## src/hw/qeq_pkg.sv

```systemverilog
package qeq_pkg;

  // ----------------------------------------------------------------
  // register offsets
  // ----------------------------------------------------------------
  localparam logic [7:0] OFF_LANE_SIGNAL_STATUS     = 8'h00;
  localparam logic [7:0] OFF_LANES01_APPLIED_STATE  = 8'h01;
  localparam logic [7:0] OFF_LANES23_APPLIED_STATE  = 8'h02;
  localparam logic [7:0] OFF_LANES01_ENABLE_BOOST   = 8'h03;
  localparam logic [7:0] OFF_LANES23_ENABLE_BOOST   = 8'h04;
  localparam logic [7:0] OFF_DETECT_ON_THRESHOLDS   = 8'h05;
  localparam logic [7:0] OFF_DETECT_OFF_THRESHOLDS  = 8'h06;
  localparam logic [7:0] OFF_REGISTER_CONTROL_SEL   = 8'h07;
  localparam logic [7:0] OFF_OUTPUT_SWING           = 8'h08;

  // ----------------------------------------------------------------
  // reset values
  // ----------------------------------------------------------------
  localparam logic [7:0] RST_ENABLE_BOOST = 8'h44;
  localparam logic [7:0] RST_DETECT_THR   = 8'h00;
  localparam logic       RST_REG_CONTROL  = 1'b0;
  localparam logic [7:0] RST_OUTPUT_SWING = 8'h78;
  localparam logic [7:0] READ_ZERO        = 8'h00;

  // ----------------------------------------------------------------
  // field layout
  // ----------------------------------------------------------------
  localparam int NUM_LANES   = 4;
  localparam int BOOST_W     = 3;
  localparam int THR_W       = 2;
  localparam int NIBBLE_W    = 4;
  localparam int EN_IN_NIB   = 3;
  localparam int CTRL_EN_BIT = 0;
  localparam int SWING_LSB   = 2;
  localparam int SWING_W     = 2;

  // ----------------------------------------------------------------
  // bus framing and timing
  // ----------------------------------------------------------------
  localparam logic [3:0] BYTE_BITS   = 4'h8;
  localparam logic [3:0] FIRST_SENT  = 4'h1;
  localparam int TIMEOUT_MS          = 25;
  localparam int CLK_KHZ             = 100000;
  localparam int TIMEOUT_CYC         = TIMEOUT_MS * CLK_KHZ;
  localparam int TOUT_W              = 22;
  localparam int SYNC_W              = 19;

  typedef enum logic [3:0] {
    ST_IDLE,
    ST_ADDR,
    ST_ADDR_ACK,
    ST_CMD,
    ST_CMD_ACK,
    ST_WR,
    ST_WR_ACK,
    ST_RD,
    ST_RD_ACK
  } qeq_state_type;

endpackage : qeq_pkg

```

## src/hw/qeq_regs.sv

```systemverilog
`timescale 1ns/1ps
// Functional notes
// - bus answered only while select pin high
// - all config registers readable and writable
// - bus stays alive while lanes are standby
// - behaves as standard management bus slave
// - RO writes ignored, RW stored and returned
// - offset 0: revision high, present flags low
// - offset 1: lanes 1/0 applied on and boost
// - offset 2: lanes 3/2 applied on and boost
// - offset 3: lanes 1/0 enable boost, 0x44
// - offset 4: lanes 3/2 enable boost, 0x44
// - offset 5: four on-threshold codes per lane
// - offset 6: four off-threshold codes per lane
// - offset 7: register control enable bit
// - offset 8: swing code bits 3:2, 0x78
// - lane state from pin or register bit
// - boost from pins or per-lane registers
// - present set above on, cleared below off
module qeq_regs #(
  parameter logic [6:0] BUS_ADDR       = 7'h5A, // arbitrary value
  parameter logic [3:0] REVISION_ID    = 4'h3,  // arbitrary value
  parameter int         TIMEOUT_CYCLES = qeq_pkg::TIMEOUT_CYC
) (
  input  wire logic        mclk,
  input  wire logic        rst_n,
  input  wire logic        port_select_pin,
  input  wire logic        mgmt_clock_pin,
  input  wire logic        mgmt_data_in,
  output logic             mgmt_data_out,
  output logic             mgmt_data_oe_n,
  input  wire logic [3:0]  lane_on_pin,
  input  wire logic        boost_source_pin,
  input  wire logic [2:0]  boost_select_pins,
  input  wire logic [3:0]  lane_above_on,
  input  wire logic [3:0]  lane_below_off,
  output logic             lane0_on,
  output logic             lane1_on,
  output logic             lane2_on,
  output logic             lane3_on,
  output logic [11:0]      boost_code,
  output logic             lane0_signal_present,
  output logic             lane1_signal_present,
  output logic             lane2_signal_present,
  output logic             lane3_signal_present,
  output logic [7:0]       detect_on_threshold,
  output logic [7:0]       detect_off_threshold,
  output logic [1:0]       output_swing_code
);

  import qeq_pkg::*;

  // ----------------------------------------------------------------
  // pin synchronisation
  // ----------------------------------------------------------------
  logic [SYNC_W-1:0] raw_pins;
  logic [SYNC_W-1:0] sync_pins;
  logic              scl_s;
  logic              sda_s;
  logic              cs_s;
  logic [3:0]        on_pin_s;
  logic              src_s;
  logic [2:0]        bst_s;
  logic [3:0]        above_s;
  logic [3:0]        below_s;
  assign raw_pins = {mgmt_clock_pin, mgmt_data_in, port_select_pin,
                     lane_on_pin, boost_source_pin, boost_select_pins,
                     lane_above_on, lane_below_off};
  qeq_sync #(
    .W        (SYNC_W)
  ) u_sync (
    .mclk     (mclk),
    .rst_n    (rst_n),
    .async_in (raw_pins),
    .sync_out (sync_pins)
  );
  assign {scl_s, sda_s, cs_s, on_pin_s, src_s, bst_s, above_s,
          below_s} = sync_pins;

  // ----------------------------------------------------------------
  // bus edge and condition detection
  // ----------------------------------------------------------------
  logic scl_prev_q;
  logic sda_prev_q;
  logic scl_rise;
  logic scl_fall;
  logic bus_start;
  logic bus_stop;
  always_ff @(posedge mclk or negedge rst_n) begin
    if (!rst_n) begin
      scl_prev_q <= 1'b1;
      sda_prev_q <= 1'b1;
    end else begin
      scl_prev_q <= scl_s;
      sda_prev_q <= sda_s;
    end
  end
  assign scl_rise  = scl_s && !scl_prev_q;
  assign scl_fall  = !scl_s && scl_prev_q;
  assign bus_start = scl_s && scl_prev_q && sda_prev_q && !sda_s;
  assign bus_stop  = scl_s && scl_prev_q && !sda_prev_q && sda_s;

  // ----------------------------------------------------------------
  // clock low timeout
  // ----------------------------------------------------------------
  qeq_state_type      st_q;
  logic [TOUT_W-1:0]  tout_q;
  logic               timeout;
  always_ff @(posedge mclk or negedge rst_n) begin
    if (!rst_n) begin
      tout_q <= '0;
    end else if (st_q == ST_IDLE || scl_s) begin
      tout_q <= '0;
    end else if (!timeout) begin
      tout_q <= tout_q + 1'b1;
    end
  end
  assign timeout = (tout_q == TOUT_W'(TIMEOUT_CYCLES - 1));

  // ----------------------------------------------------------------
  // bus slave state machine
  // ----------------------------------------------------------------
  logic [3:0] bit_cnt_q;
  logic [7:0] shift_q;
  logic       rw_q;
  logic       nack_q;
  logic       drive_q;
  logic [7:0] ptr_q;
  logic [7:0] rd_data;
  logic       byte_done;
  logic       wr_fire;
  logic       rd_next;
  assign byte_done = scl_fall && (bit_cnt_q == BYTE_BITS);
  assign wr_fire   = byte_done && (st_q == ST_WR);
  assign rd_next   = byte_done && (st_q == ST_RD);
  always_ff @(posedge mclk or negedge rst_n) begin
    if (!rst_n) begin
      st_q      <= ST_IDLE;
      bit_cnt_q <= '0;
      shift_q   <= '0;
      rw_q      <= 1'b0;
      nack_q    <= 1'b0;
      drive_q   <= 1'b0;
    end else if (!cs_s || bus_stop || timeout) begin
      st_q    <= ST_IDLE;
      drive_q <= 1'b0;
    end else if (bus_start) begin
      st_q      <= ST_ADDR;
      bit_cnt_q <= '0;
      drive_q   <= 1'b0;
    end else if (scl_rise) begin
      case (st_q)
        ST_ADDR, ST_CMD, ST_WR: begin
          shift_q   <= {shift_q[6:0], sda_s};
          bit_cnt_q <= bit_cnt_q + 1'b1;
        end
        ST_RD_ACK: nack_q <= sda_s;
        default: ;
      endcase
    end else if (scl_fall) begin
      case (st_q)
        ST_ADDR: begin
          if (byte_done && shift_q[7:1] == BUS_ADDR) begin
            st_q    <= ST_ADDR_ACK;
            rw_q    <= shift_q[0];
            drive_q <= 1'b1;
          end else if (byte_done) begin
            st_q <= ST_IDLE;
          end
        end
        ST_CMD, ST_WR: begin
          if (byte_done) begin
            st_q    <= (st_q == ST_CMD) ? ST_CMD_ACK : ST_WR_ACK;
            drive_q <= 1'b1;
          end
        end
        ST_ADDR_ACK: begin
          if (rw_q) begin
            st_q      <= ST_RD;
            shift_q   <= rd_data;
            drive_q   <= !rd_data[7];
            bit_cnt_q <= FIRST_SENT;
          end else begin
            st_q      <= ST_CMD;
            drive_q   <= 1'b0;
            bit_cnt_q <= '0;
          end
        end
        ST_CMD_ACK, ST_WR_ACK: begin
          st_q      <= ST_WR;
          drive_q   <= 1'b0;
          bit_cnt_q <= '0;
        end
        ST_RD: begin
          if (byte_done) begin
            st_q    <= ST_RD_ACK;
            drive_q <= 1'b0;
          end else begin
            shift_q   <= {shift_q[6:0], 1'b0};
            drive_q   <= !shift_q[6];
            bit_cnt_q <= bit_cnt_q + 1'b1;
          end
        end
        ST_RD_ACK: begin
          if (nack_q) begin
            st_q <= ST_IDLE;
          end else begin
            st_q      <= ST_RD;
            shift_q   <= rd_data;
            drive_q   <= !rd_data[7];
            bit_cnt_q <= FIRST_SENT;
          end
        end
        default: begin
          st_q <= ST_IDLE;
        end
      endcase
    end
  end
  assign mgmt_data_out  = 1'b0;
  assign mgmt_data_oe_n = !drive_q;
  // register pointer: set by command byte, steps after each data byte
  always_ff @(posedge mclk or negedge rst_n) begin
    if (!rst_n) begin
      ptr_q <= '0;
    end else if (byte_done && st_q == ST_CMD && cs_s) begin
      ptr_q <= shift_q;
    end else if ((wr_fire || rd_next) && cs_s) begin
      ptr_q <= ptr_q + 1'b1;
    end
  end

  // ----------------------------------------------------------------
  // configuration registers
  // ----------------------------------------------------------------
  logic [7:0] en_boost01_q;
  logic [7:0] en_boost23_q;
  logic [7:0] on_thr_q;
  logic [7:0] off_thr_q;
  logic       reg_ctrl_q;
  logic [7:0] swing_q;
  logic       wr_ok;
  assign wr_ok = wr_fire && cs_s && !bus_stop && !timeout;
  // status offsets 0..2 have no storage, so writes there drop
  always_ff @(posedge mclk or negedge rst_n) begin
    if (!rst_n) begin
      en_boost01_q <= RST_ENABLE_BOOST;
      en_boost23_q <= RST_ENABLE_BOOST;
      on_thr_q     <= RST_DETECT_THR;
      off_thr_q    <= RST_DETECT_THR;
      reg_ctrl_q   <= RST_REG_CONTROL;
      swing_q      <= RST_OUTPUT_SWING;
    end else if (wr_ok) begin
      case (ptr_q)
        OFF_LANES01_ENABLE_BOOST:  en_boost01_q <= shift_q;
        OFF_LANES23_ENABLE_BOOST:  en_boost23_q <= shift_q;
        OFF_DETECT_ON_THRESHOLDS:  on_thr_q     <= shift_q;
        OFF_DETECT_OFF_THRESHOLDS: off_thr_q    <= shift_q;
        OFF_REGISTER_CONTROL_SEL:
          reg_ctrl_q <= shift_q[CTRL_EN_BIT];
        OFF_OUTPUT_SWING:          swing_q      <= shift_q;
        default: ;
      endcase
    end
  end

  // ----------------------------------------------------------------
  // lanes
  // ----------------------------------------------------------------
  logic [3:0]  act_v;
  logic [3:0]  pres_v;
  logic [11:0] bst_v;
  logic [15:0] en_boost_all;
  assign en_boost_all = {en_boost23_q, en_boost01_q};
  for (genvar i = 0; i < NUM_LANES; i++) begin : g_lane
    qeq_lane u_lane (
      .mclk            (mclk),
      .rst_n           (rst_n),
      .pin_on          (on_pin_s[i]),
      .reg_mode        (reg_ctrl_q),
      .reg_standby     (en_boost_all[i*NIBBLE_W+EN_IN_NIB]),
      .boost_from_pins (src_s),
      .pin_boost       (bst_s),
      .reg_boost       (en_boost_all[i*NIBBLE_W +: BOOST_W]),
      .above_on        (above_s[i]),
      .below_off       (below_s[i]),
      .active          (act_v[i]),
      .boost           (bst_v[i*BOOST_W +: BOOST_W]),
      .present         (pres_v[i])
    );
  end
  assign {lane3_on, lane2_on, lane1_on, lane0_on} = act_v;
  assign {lane3_signal_present, lane2_signal_present,
          lane1_signal_present, lane0_signal_present} = pres_v;
  assign boost_code           = bst_v;
  assign detect_on_threshold  = on_thr_q;
  assign detect_off_threshold = off_thr_q;
  assign output_swing_code    = swing_q[SWING_LSB +: SWING_W];

  // ----------------------------------------------------------------
  // read mux, built from live lane state
  // ----------------------------------------------------------------
  always_comb begin
    rd_data = READ_ZERO;
    case (ptr_q)
      OFF_LANE_SIGNAL_STATUS:
        rd_data = {REVISION_ID, pres_v};
      OFF_LANES01_APPLIED_STATE:
        rd_data = {act_v[1], bst_v[5:3], act_v[0], bst_v[2:0]};
      OFF_LANES23_APPLIED_STATE:
        rd_data = {act_v[3], bst_v[11:9], act_v[2], bst_v[8:6]};
      OFF_LANES01_ENABLE_BOOST:  rd_data = en_boost01_q;
      OFF_LANES23_ENABLE_BOOST:  rd_data = en_boost23_q;
      OFF_DETECT_ON_THRESHOLDS:  rd_data = on_thr_q;
      OFF_DETECT_OFF_THRESHOLDS: rd_data = off_thr_q;
      OFF_REGISTER_CONTROL_SEL:  rd_data = {7'h00, reg_ctrl_q};
      OFF_OUTPUT_SWING:          rd_data = swing_q;
      default:                   rd_data = READ_ZERO;
    endcase
  end
endmodule : qeq_regs

```

## src/hw/qeq_sync.sv

```systemverilog
`timescale 1ns/1ps
module qeq_sync #(
  parameter int W = 1
) (
  input  wire logic         mclk,
  input  wire logic         rst_n,
  input  wire logic [W-1:0] async_in,
  output logic      [W-1:0] sync_out
);

  logic [W-1:0] meta_q;

  // ----------------------------------------------------------------
  // two-stage synchroniser, first stage feeds only the second
  // ----------------------------------------------------------------
  always_ff @(posedge mclk or negedge rst_n) begin
    if (!rst_n) begin
      meta_q   <= '0;
      sync_out <= '0;
    end else begin
      meta_q   <= async_in;
      sync_out <= meta_q;
    end
  end

endmodule : qeq_sync

```

## src/hw/qeq_lane.sv

```systemverilog
`timescale 1ns/1ps
module qeq_lane
  import qeq_pkg::*;
(
  input  wire logic         mclk,
  input  wire logic         rst_n,
  input  wire logic         pin_on,
  input  wire logic         reg_mode,
  input  wire logic         reg_standby,
  input  wire logic         boost_from_pins,
  input  wire logic [2:0]   pin_boost,
  input  wire logic [2:0]   reg_boost,
  input  wire logic         above_on,
  input  wire logic         below_off,
  output logic              active,
  output logic [2:0]        boost,
  output logic              present
);

  // ----------------------------------------------------------------
  // applied lane state
  // ----------------------------------------------------------------
  always_ff @(posedge mclk or negedge rst_n) begin
    if (!rst_n) begin
      active <= 1'b0;
    end else if (reg_mode) begin
      active <= !reg_standby;
    end else begin
      active <= pin_on;
    end
  end

  // boost level 000 minimum to 111 maximum
  always_ff @(posedge mclk or negedge rst_n) begin
    if (!rst_n) begin
      boost <= '0;
    end else if (boost_from_pins) begin
      boost <= pin_boost;
    end else begin
      boost <= reg_boost;
    end
  end

  // hysteresis flag: set above on level, clear below off level
  always_ff @(posedge mclk or negedge rst_n) begin
    if (!rst_n) begin
      present <= 1'b0;
    end else if (above_on) begin
      present <= 1'b1;
    end else if (below_off) begin
      present <= 1'b0;
    end
  end
endmodule : qeq_lane

```

## config.mk

```make
export PLATFORM = sky130hd
export DESIGN_NAME = qeq_regs
export DESIGN_NICKNAME = d
export VERILOG_FILES = /design/src/hw/qeq_pkg.sv /design/src/hw/qeq_regs.sv /design/src/hw/qeq_sync.sv /design/src/hw/qeq_lane.sv
export SDC_FILE = /design/constraint.sdc
export NUM_CORES = 1
export LEC_CHECK = 0
export BUFFER_PORTS_ARGS = -buffer_cell sky130_fd_sc_hd__clkbuf_2
export CORE_UTILIZATION = 54
export DETAILED_ROUTE_END_ITERATION = 6
export PLACE_DENSITY = 0.73
export SYNTH_ARGS = -nofsm -noshare
export SYNTH_HDL_FRONTEND = slang
export SYNTH_HIERARCHICAL = 1
export SYNTH_SLANG_ARGS = --single-unit
```

## constraint.sdc

```tcl
create_clock -name mclk -period 7.05 [get_ports mclk]
set_input_delay 0.705 -clock mclk [delete_from_list [all_inputs] [get_ports mclk]]
set_output_delay 0.705 -clock mclk [all_outputs]
set_load 0.1 [all_outputs]
```

Yosys cells after proc, flatten, opt, wreduce, memory -nomap -nowiden
Index checks and enable logic that the tools add are counted.

word-level totals
  register bits after elaboration = 150
  latch bits = 0
  memory bits (writable) = 0
  bits in read-only memories = 0
  bits of input ports = 21
  output and inout port bits = 40
  logic and storage cells = 190
  memories kept = 0

cells by class
  add/subtract/negate cells = 3
  $mul = 0
  div/mod/pow operators = 0
  $lt $le $gt $ge = 0
  equality and inequality tests = 33
  shift-type cells = 0
  muxes and demuxes = 58
  bitwise logic cells = 3
  reduce and logical (&&, ||, !) cells = 63

operator list
  kind                   number
  $pmux 8 s9             1
  $mux 8                 8
  $mux 4                 14
  $mux 22                2
  $eq 8x3->1 const B     4
  $pmux 4 s6             1
  $pmux 8 s3             1
  $add 22x1->22 const B  1
  $eq 22x22->1 const B   1
  $mux 1                 22
  $ne 4x4->1 const B     5
  $mux 3                 6
  $reduce_and 6->1       3
  $logic_and 1x1->1      17
  $eq 4x3->1 const B     4
  $eq 8x2->1 const B     2
  $pmux 4 s4             1
  $logic_not 1->1        14
  $reduce_and 2->1       6
  $reduce_bool 2->1      6
  $ne 3x3->1 const B     3
  $add 8x1->8 const B    1
  $eq 4x2->1 const B     2
  $eq 4x4->1 const B     2
  other kinds (24)       33

Depth between registers and ports, before layout
Gate-level depths: netlist (run 1).

  word-level depth = 10
  depth in mapped cells = 8
  mapped depth without buffers = 7

Modules after synthesis
Netlist (run 1), hierarchy kept.

modules (own cells, without submodules)
  module    times used  cells an instance  area an instance (um^2)  seq. area each (um^2)
  qeq_regs  1           526                5401.4                   2314.7
  qeq_sync  1           38                 950.9                    950.9
  qeq_lane  4           12                 183.9                    125.1

Worst setup path after synthesis (run 1)
Ideal clock, no wire load.

  path kind = reg2reg
  start point = register scl_prev_q
  end point = register on_thr_q[0], in the netlist detect_on_threshold[0]
  setup time = 126 ps
  arrival = 2185 ps
  data required time = 6924 ps
  path slack = 4739 ps
  cell stages (with the launch flop) = 8
  buffers on the path = 1
  period minus slack after synthesis = 2311 ps
  cells stage by stage = dfstp_2 -> ha_1 -> nand4b_1 -> nor4_4 -> nand3_1 -> or3_1 -> buf_6 -> mux2_4

on the way
  longest elaborated chain between the ends = 7
  elaborated cells between the ends (all ways) = 11
  classes of those cells = 11 x reduce/logical

RTL lines
  what                                                  line                              text
  from (decl)                                           qeq_regs.sv:83                    logic scl_prev_q;
  from (signal assigned)                                qeq_regs.sv:94                    scl_prev_q <= scl_s;
  $logic_and 1x1->1 (on tied branches)                  qeq_regs.sv:99, qeq_regs.sv:101
  $logic_and 1x1->1 (on tied branches)                  qeq_regs.sv:133, qeq_regs.sv:101
  $logic_and 1x1->1 (on tied branches)                  qeq_regs.sv:134, qeq_regs.sv:101
  $logic_and 1x1->1 or $logic_not 1->1 (tied branches)  qeq_regs.sv:243                   assign wr_ok = wr_fire && cs_s && !bus_stop && !timeout;
  $logic_and 1x1->1 * (2 in series)                     qeq_regs.sv:243
  $reduce_and 2->1 (no line) *                          -
  to (signal assigned)                                  qeq_regs.sv:257                   OFF_DETECT_ON_THRESHOLDS: on_thr_q <= shift_q;
  to (decl)                                             qeq_regs.sv:238                   logic [7:0] on_thr_q;

Mark *: on every way between the ends. The rest lies on a longest branch, timed or not.
A chain may end at the register's enable or synchronous reset.

Worst setup path in the final report (run 1)
  start point = register tout_q[0]
  end point = register en_boost23_q[1]

on the way
  longest elaborated chain between the ends = 4

RTL lines
  what                        line             text
  from (decl)                 qeq_regs.sv:107  logic [TOUT_W-1:0] tout_q;
  from (signal assigned)      qeq_regs.sv:115  tout_q <= tout_q + 1'b1;
  $eq 22x22->1                qeq_regs.sv:118  assign timeout = (tout_q == TOUT_W'(TIMEOUT_CYCLES - 1));
  $logic_not 1->1             qeq_regs.sv:243
  $logic_and 1x1->1           qeq_regs.sv:243
  $reduce_and 2->1 (no line)  -
  to (signal assigned)        qeq_regs.sv:256  OFF_LANES23_ENABLE_BOOST: en_boost23_q <= shift_q;
  to (decl)                   qeq_regs.sv:237  logic [7:0] en_boost23_q;

No other way between the ends.

==> results of run 1 <==
power groups by stage:
stage                     Sequential [mW]  Combinational [mW]  Clock, mW
after floorplan                     0.978              0.0647          0
after global placement              0.960               0.138          0
after detailed placement            0.962               0.141          0
after CTS                           0.946               0.142      0.945
after global routing                0.952               0.153      0.979
final                               0.948               0.140      0.928
cell type report:
cell class                      instances  area [µm²]
Timing Repair Buffer                   61         317
Fill cell                            1032        4650
Tap cell                              172         215
Sequential cell                       150        3770
Multi-Input combinational cell        401        3060
Inverter                               26        97.6
Clock buffer                           17         425
Clock inverter                         15         186
worst max-delay path by stage:
stage	startpoint	to	slack, ps
after floorplan	scl_prev_q	detect_on_threshold[0]	4740
after global placement	tout_q[0]	detect_on_threshold[3]	4320
after detailed placement	tout_q[0]	detect_on_threshold[4]	4260
after CTS	tout_q[0]	en_boost23_q[1]	4260
after global routing	tout_q[6]	en_boost23_q[1]	4080
final	tout_q[0]	en_boost23_q[1]	4240
cells by family after synthesis:
group           Yosys count  share of synthesized area
compound gates          104                      0.102
flops                   150                      0.531
simple gates            186                      0.153
fa+ha+maj                10                     0.0177
buf+inv                  61                     0.0364
mux                      81                      0.135
other cells               1                   0.000529
xor+xnor                 19                     0.0235
registers in the layout, indices dropped and copies added (netlist names), 8 cells and up:
name and count:
detect_off_threshold 8, detect_on_threshold 8, en_boost01_q 8, en_boost23_q 8
g_lane.u_lane/boost 12, ptr_q 8, shift_q 8, swing_q 8
tout_q 22, u_sync/meta_q 19, u_sync/sync_out 19
per-stage QoR:
step / power, mW / std cells / utilization / hold slack, ps / setup WS (ps)
2_1_floorplan: 1.04 / 612 / - / 331 / 4740
3_3_place_gp: 1.10 / 810 / 0.586 / 333 / 4320
3_5_place_dp: 1.10 / 810 / 0.586 / 335 / 4260
4_1_cts: 2.03 / 842 / 0.634 / 340 / 4260
5_1_grt: 2.08 / 842 / 0.634 / 352 / 4080
6_report: 2.02 / 842 / 0.634 / 331 / 4240
placed cells by master, fill, tap and decap left out, types with 10 or more instances in the layout:
cell type  synthesis  routed
dfrtp_1          140     140
clkbuf_2           1      58
mux2_2            53      53
nor2_1            36      36
nand2_1           35      35
inv_1             26      26
a21oi_1           20      20
o21ai_0           18      18
nand3_1           17      17
clkbuf_16          0      17
mux2_4            16      16
nor3_1            15      15
a22oi_1           11      11
mux2i_1           10      10
xor2_1            10      10
ha_1              10      10
dfstp_2           10      10
layer usage:
metal / share of wire / track usage / vias to the layer above / wire length (µm)
met5: 0 / 0 / - / 0
met4: 0.025 / 0.111 / 0 / 397
met3: 0.063 / 0.0664 / 33 / 979
met2: 0.47 / 0.391 / 191 / 7370
met1: 0.44 / 0.337 / 2512 / 6890
li1: - / - / 2315 / -
==> key figures, run 1 <==
Critical path
  – Worst r2r dst: en_boost23_q[1]
  – Crit path required time: 7350 ps
  – CP peak stage delay: 760 ps
  – CP Cell Sequence: ha_1, and4_1, nand2_1, nor3_4, or3_1, mux2_4
  – CP Max Fanout: 19
  – Delay-heaviest family, CP: simple AND/OR/NAND/NOR gates
  – Nature of the critical path endpoint: flop
  – R2r setup slk: 4240 ps
  – CP Data Arrival Time: 3110 ps
  – Reg2Reg Depth: 6
  – Worst setup path class: flop to flop
  – WP depth: 6
  – RR Startpoint: tout_q[0]
  – Startpoint Class: flop
  – CP bufs+invs: 0
  – Worst path slowest cell: nor3_4

Yosys
  – Seq cells post-synth: 150
  – Synth area leaders: dfrtp_1, mux2_2, dfstp_2
  – Distinct cells, synth: 68
  – Most frequent cell after synthesis: dfrtp_1
  – Syn Inst Count: 612
  – Area of the mapped netlist: 0.00709 mm²
  – Avg Cell Area, Syn: 11.6 µm²
  – Syn Nets: 643
  – Fraction of registers with async set/reset: 1.00
  – Post-synth EDFFs: 0
  – Top cell type's share of synthesized area: 0.494
  – Top_reg_cell synth: dfrtp_1
  – Synth top cells by count: dfrtp_1, mux2_2, nor2_1
  – Synth area leader: dfrtp_1
  – Synth warn: 6
  – Seq/Total Area, Yosys: 0.531

Flow run
  – Max Cap Violations: 0

CTS
  – CTS sink cnt: 150
  – CTS clock-pin slew for the worst setup and hold paths: 60 ps
  – Root buf cell: clkbuf_16
  – H-tree Lvls: 4
  – Resized cells post-CTS: 0
  – Postcts setup bufs: 0
  – CTS tree: built
  – Total CTS buffers: 17
  – Hold-fix buffers at CTS: 0
  – Worst-Skew Late Latency: 420 ps
  – CTS Buffer Depth: 2

Route
  – Via Count: 5051
  – Antenna Nets Post-Route: 0
  – DRC: 0
  – First-pass detailed-route iteration total: 6
  – Routed WL per cell: 18.6 µm
  – Vias per Instance: 6.00
  – DRT iter0 DRCs: 383
  – Final WL: 15600 µm

Die
  – CORE AREA: 0.0127 mm²
  – Chip width: 117 µm
  – Die footprint: 0.0136 mm²
  – IO Count: 61
  – DIE HEIGHT: 117 µm
  – Initial Utilization: 0.557
  – Placement Rows: 41

Power and ir drop
  – Switch share: 0.270
  – P_int: 1.47 mW
  – Comb pwr share: 0.069
  – Psw: 0.544 mW
  – Sequential share of power: 0.470
  – Leak: 3.63 nW
  – Pwr dens: 250 mW/mm²
  – Clock share of power: 0.460
  – Peak VDD IR: 195 µV

Global routing
  – Pin count of the biggest net entering global routing: 84
  – GRT overflow: 0
  – Vias in the first global route: 5056
  – Antenna violations before repair: 0
  – GRT Overall Usage: 0.253
  – First-pass GRT wire length: 25800 µm

Run status
  – Status: complete, no violations

STA
  – Slew Viols, Final: 0
  – Final Hold Vio Count: 0
  – Final Cycle Share: 0.399
  – Worst-Margin Slew: 916 ps
  – Max Clock Skew: 9.45 ps
  – Setup-failing EPs final: 0
  – Fmax: 356 MHz
  – Slew margin rel.: 0.387
  – RSZ-0062 raised after global routing: false
  – Min cycle time layout: 2810 ps
  – Setup_tns: 0 ps

Place
  – Post-DP HPWL: 10500 µm
  – RD Place Congestion: 0.876
  – # port buffers: 59
  – Instance area after placement: 0.00746 mm²

Finish
  – NumNets Final: 688
  – Final Cell Area: 0.00807 mm²
  – Antenna diode count: 0
  – Layout area overhead: 13.9%
  – Layout cells sized above 1: 0.275

Min path
  – Type of the tightest min-delay check: primary input to asynchronous set/reset pin
Note: power is estimated with default switching activity, not from simulation.
==> run 2, diff against run 1 <==
clock period = 2.75 ns   (was 7.05 ns; I/O delays follow)
==> run 2 against run 1 <==
Against the previous run:
- die area is the same
- clock skew is essentially flat
- combinational power grew to 3.0 times the previous value
- hold slack gained 15 ps
- critical path type unchanged
- largest power group unchanged
==> key figures, run 2 (same netlist as run 1, synthesis figures left out) <==
CTS
  – Postcts setup bufs: 0 (unchanged)
  – Root buf cell: clkbuf_16
  – CTS sink cnt: 150 (unchanged)
  – Worst-Skew Late Latency: 430 ps (about the same)
  – CTS tree: built
  – CTS clock-pin slew for the worst setup and hold paths: 60 ps (about the same)
  – Resized cells post-CTS: 0 (unchanged)
  – Total CTS buffers: 17 (unchanged)
  – H-tree Lvls: 4 (unchanged)
  – CTS Buffer Depth: 2 (unchanged)

Die
  – Initial Utilization: 0.557 (unchanged)
  – Placement Rows: 41 (unchanged)
  – DIE HEIGHT: 117 µm (unchanged)
  – IO Count: 61 (unchanged)
  – Chip width: 117 µm (unchanged)
  – Die footprint: 0.0136 mm² (unchanged)
  – CORE AREA: 0.0127 mm² (unchanged)

Critical path
  – Crit path required time: 3070 ps (-4280 ps)
  – Startpoint Class: flop
  – RR Startpoint: ptr_q[5]
  – CP Max Fanout: 8 (-11)
  – Critical Path Start: ptr_q[5]
  – Nature of the critical path endpoint: flop
  – CP Data Arrival Time: 2920 ps (-190 ps)
  – Worst setup path class: flop to flop
  – R2r setup slk: 140 ps (-4100 ps)

STA
  – Worst-Margin Slew: 831 ps (-85.1 ps)
  – Setup_tns: 0 ps (unchanged)
  – Post-route setup slack: 144 ps (-4100 ps)
  – Min cycle time layout: 2610 ps (-205 ps)
  – Setup-failing EPs final: 0 (unchanged)
  – RSZ-0062 raised after global routing: false
  – Slew margin rel.: 0.441 (+0.0536)
  – Final Cycle Share: 0.947 (+0.549)
  – Slew Viols, Final: 0 (unchanged)
  – Fmax: 384 MHz (+7.9%)
  – Final Hold Vio Count: 0 (unchanged)
  – Max Clock Skew: 9.40 ps (-0.0487 ps)

Min path
  – Hold_sp: u_sync/meta_q[10]
  – Type of the tightest min-delay check: flop to flop

Route
  – DRT iter0 DRCs: 389 (+1.6%)
  – Via Count: 5278 (+4.5%)
  – First-pass detailed-route iteration total: 6 (unchanged)
  – Routed WL per cell: 18.9 µm (+1.8%)
  – DRC: 0 (unchanged)
  – Antenna Nets Post-Route: 0 (unchanged)
  – Vias per Instance: 5.98 (-0.36%)
  – Final WL: 16700 µm (+6.7%)

Power and ir drop
  – Peak VDD IR: 524 µV (+170%)
  – Pwr dens: 604 mW/mm² (+140%)
  – Leak: 3.80 nW (+4.8%)

Finish
  – Antenna diode count: 0 (unchanged)
  – Biggest regs: tout_q (22), u_sync/meta_q (19), u_sync/sync_out (19)
  – Final Core Density: 0.660 (+0.0259)
  – NumNets Final: 729 (+6.0%)
  – Layout area overhead: 18.5%
  – Largest register FFs: 22 (unchanged)
  – Largest Register: tout_q
  – Fill count: 999 (-3.2%)
  – Commonest cells after routing, fill and taps aside: dfrtp_1, clkbuf_2, mux2_2, nor2_1, nand2_1
  – Commonest non-fill, non-tap cell in the layout: dfrtp_1
  – Layout cells sized above 1: 0.288 (+0.0137)

Global routing
  – First-pass GRT wire length: 27600 µm (+6.9%)
  – Antenna violations before repair: 0 (unchanged)
  – Vias in the first global route: 5327 (+5.4%)
  – GRT overflow: 0 (unchanged)
  – GRT Overall Usage: 0.273 (+0.0198)
  – Pin count of the biggest net entering global routing: 55 (-35%)

Place
  – # port buffers: 59 (unchanged)
  – Post-DP HPWL: 11600 µm (+11%)
  – Worst slack at placement: 186 ps (-4070 ps)
  – RD Place Congestion: 0.918 (+4.8%)

Run status
  – Status: complete, no violations

Flow run
  – Max Cap Violations: 0 (unchanged)
-- run 2: per-layer routing --
metal | global-route usage | up-vias | part of all wire
met5 | 0 | - | 0
met4 | 0.0911 | 0 | 0.018
met3 | 0.0623 | 30 | 0.056
met2 | 0.439 | 189 | 0.49
met1 | 0.367 | 2665 | 0.43
li1 | - | 2394 | -
-- run 2: final cells by class --
class                   instances  area (µm²)  area share
clock buffers                  18         439      0.0523
clock inverters                14         131      0.0156
inverters                      26        97.6      0.0116
multi-input cells             401        3060       0.365
flip-flops and latches        150        3770       0.448
well taps                     172         215      0.0256
repair buffers                102         687      0.0818
-- run 2: per-stage QoR --
| stage | cells | hold WS, ps | area [µm²] | power [mW] |
|---|---|---|---|---|
| floorplan | 612 | -20.6 | 7090 | 2.67 |
| global placement | 831 | 248 | 7630 | 2.83 |
| detailed placement | 831 | 256 | 7630 | 2.85 |
| CTS | 883 | 349 | 8400 | 5.10 |
| global route | 883 | 353 | 8400 | 5.24 |
| finish | 883 | 346 | 8400 | 5.07 |
-- run 2: worst paths after layout --
check,end,depth (start not counted)
min in group asynchronous,u_sync/sync_out[5],2
max in group asynchronous,sda_prev_q,3
max,en_boost23_q[0],5
min reg2reg,u_sync/sync_out[10],0
min,u_sync/sync_out[10],0
max reg2reg,en_boost23_q[0],5
-- run 2: worst max-delay path, stage by stage (launching register included) --
cell and delay, ps:
dfrtp_1 450, or4_4 580, nor4_4 360, nand3_1 120, or3_1 580, mux2_4 390
-- run 2: report_power, final --
group	switching [mW]	total [mW]	internal [mW]	leakage, nW
sequential	0.127	2.42	2.29	1.92
clock	1.01	2.24	1.22	0.281
combinational	0.287	0.420	0.133	1.60
total	1.43	5.07	3.65	3.80
-- run 2: repair_timing --
action                                  4_1_cts  5_1_grt
hold endpoints to repair                     68        0
hold buffers                                 20        0
endpoints found under the setup margin        0        0
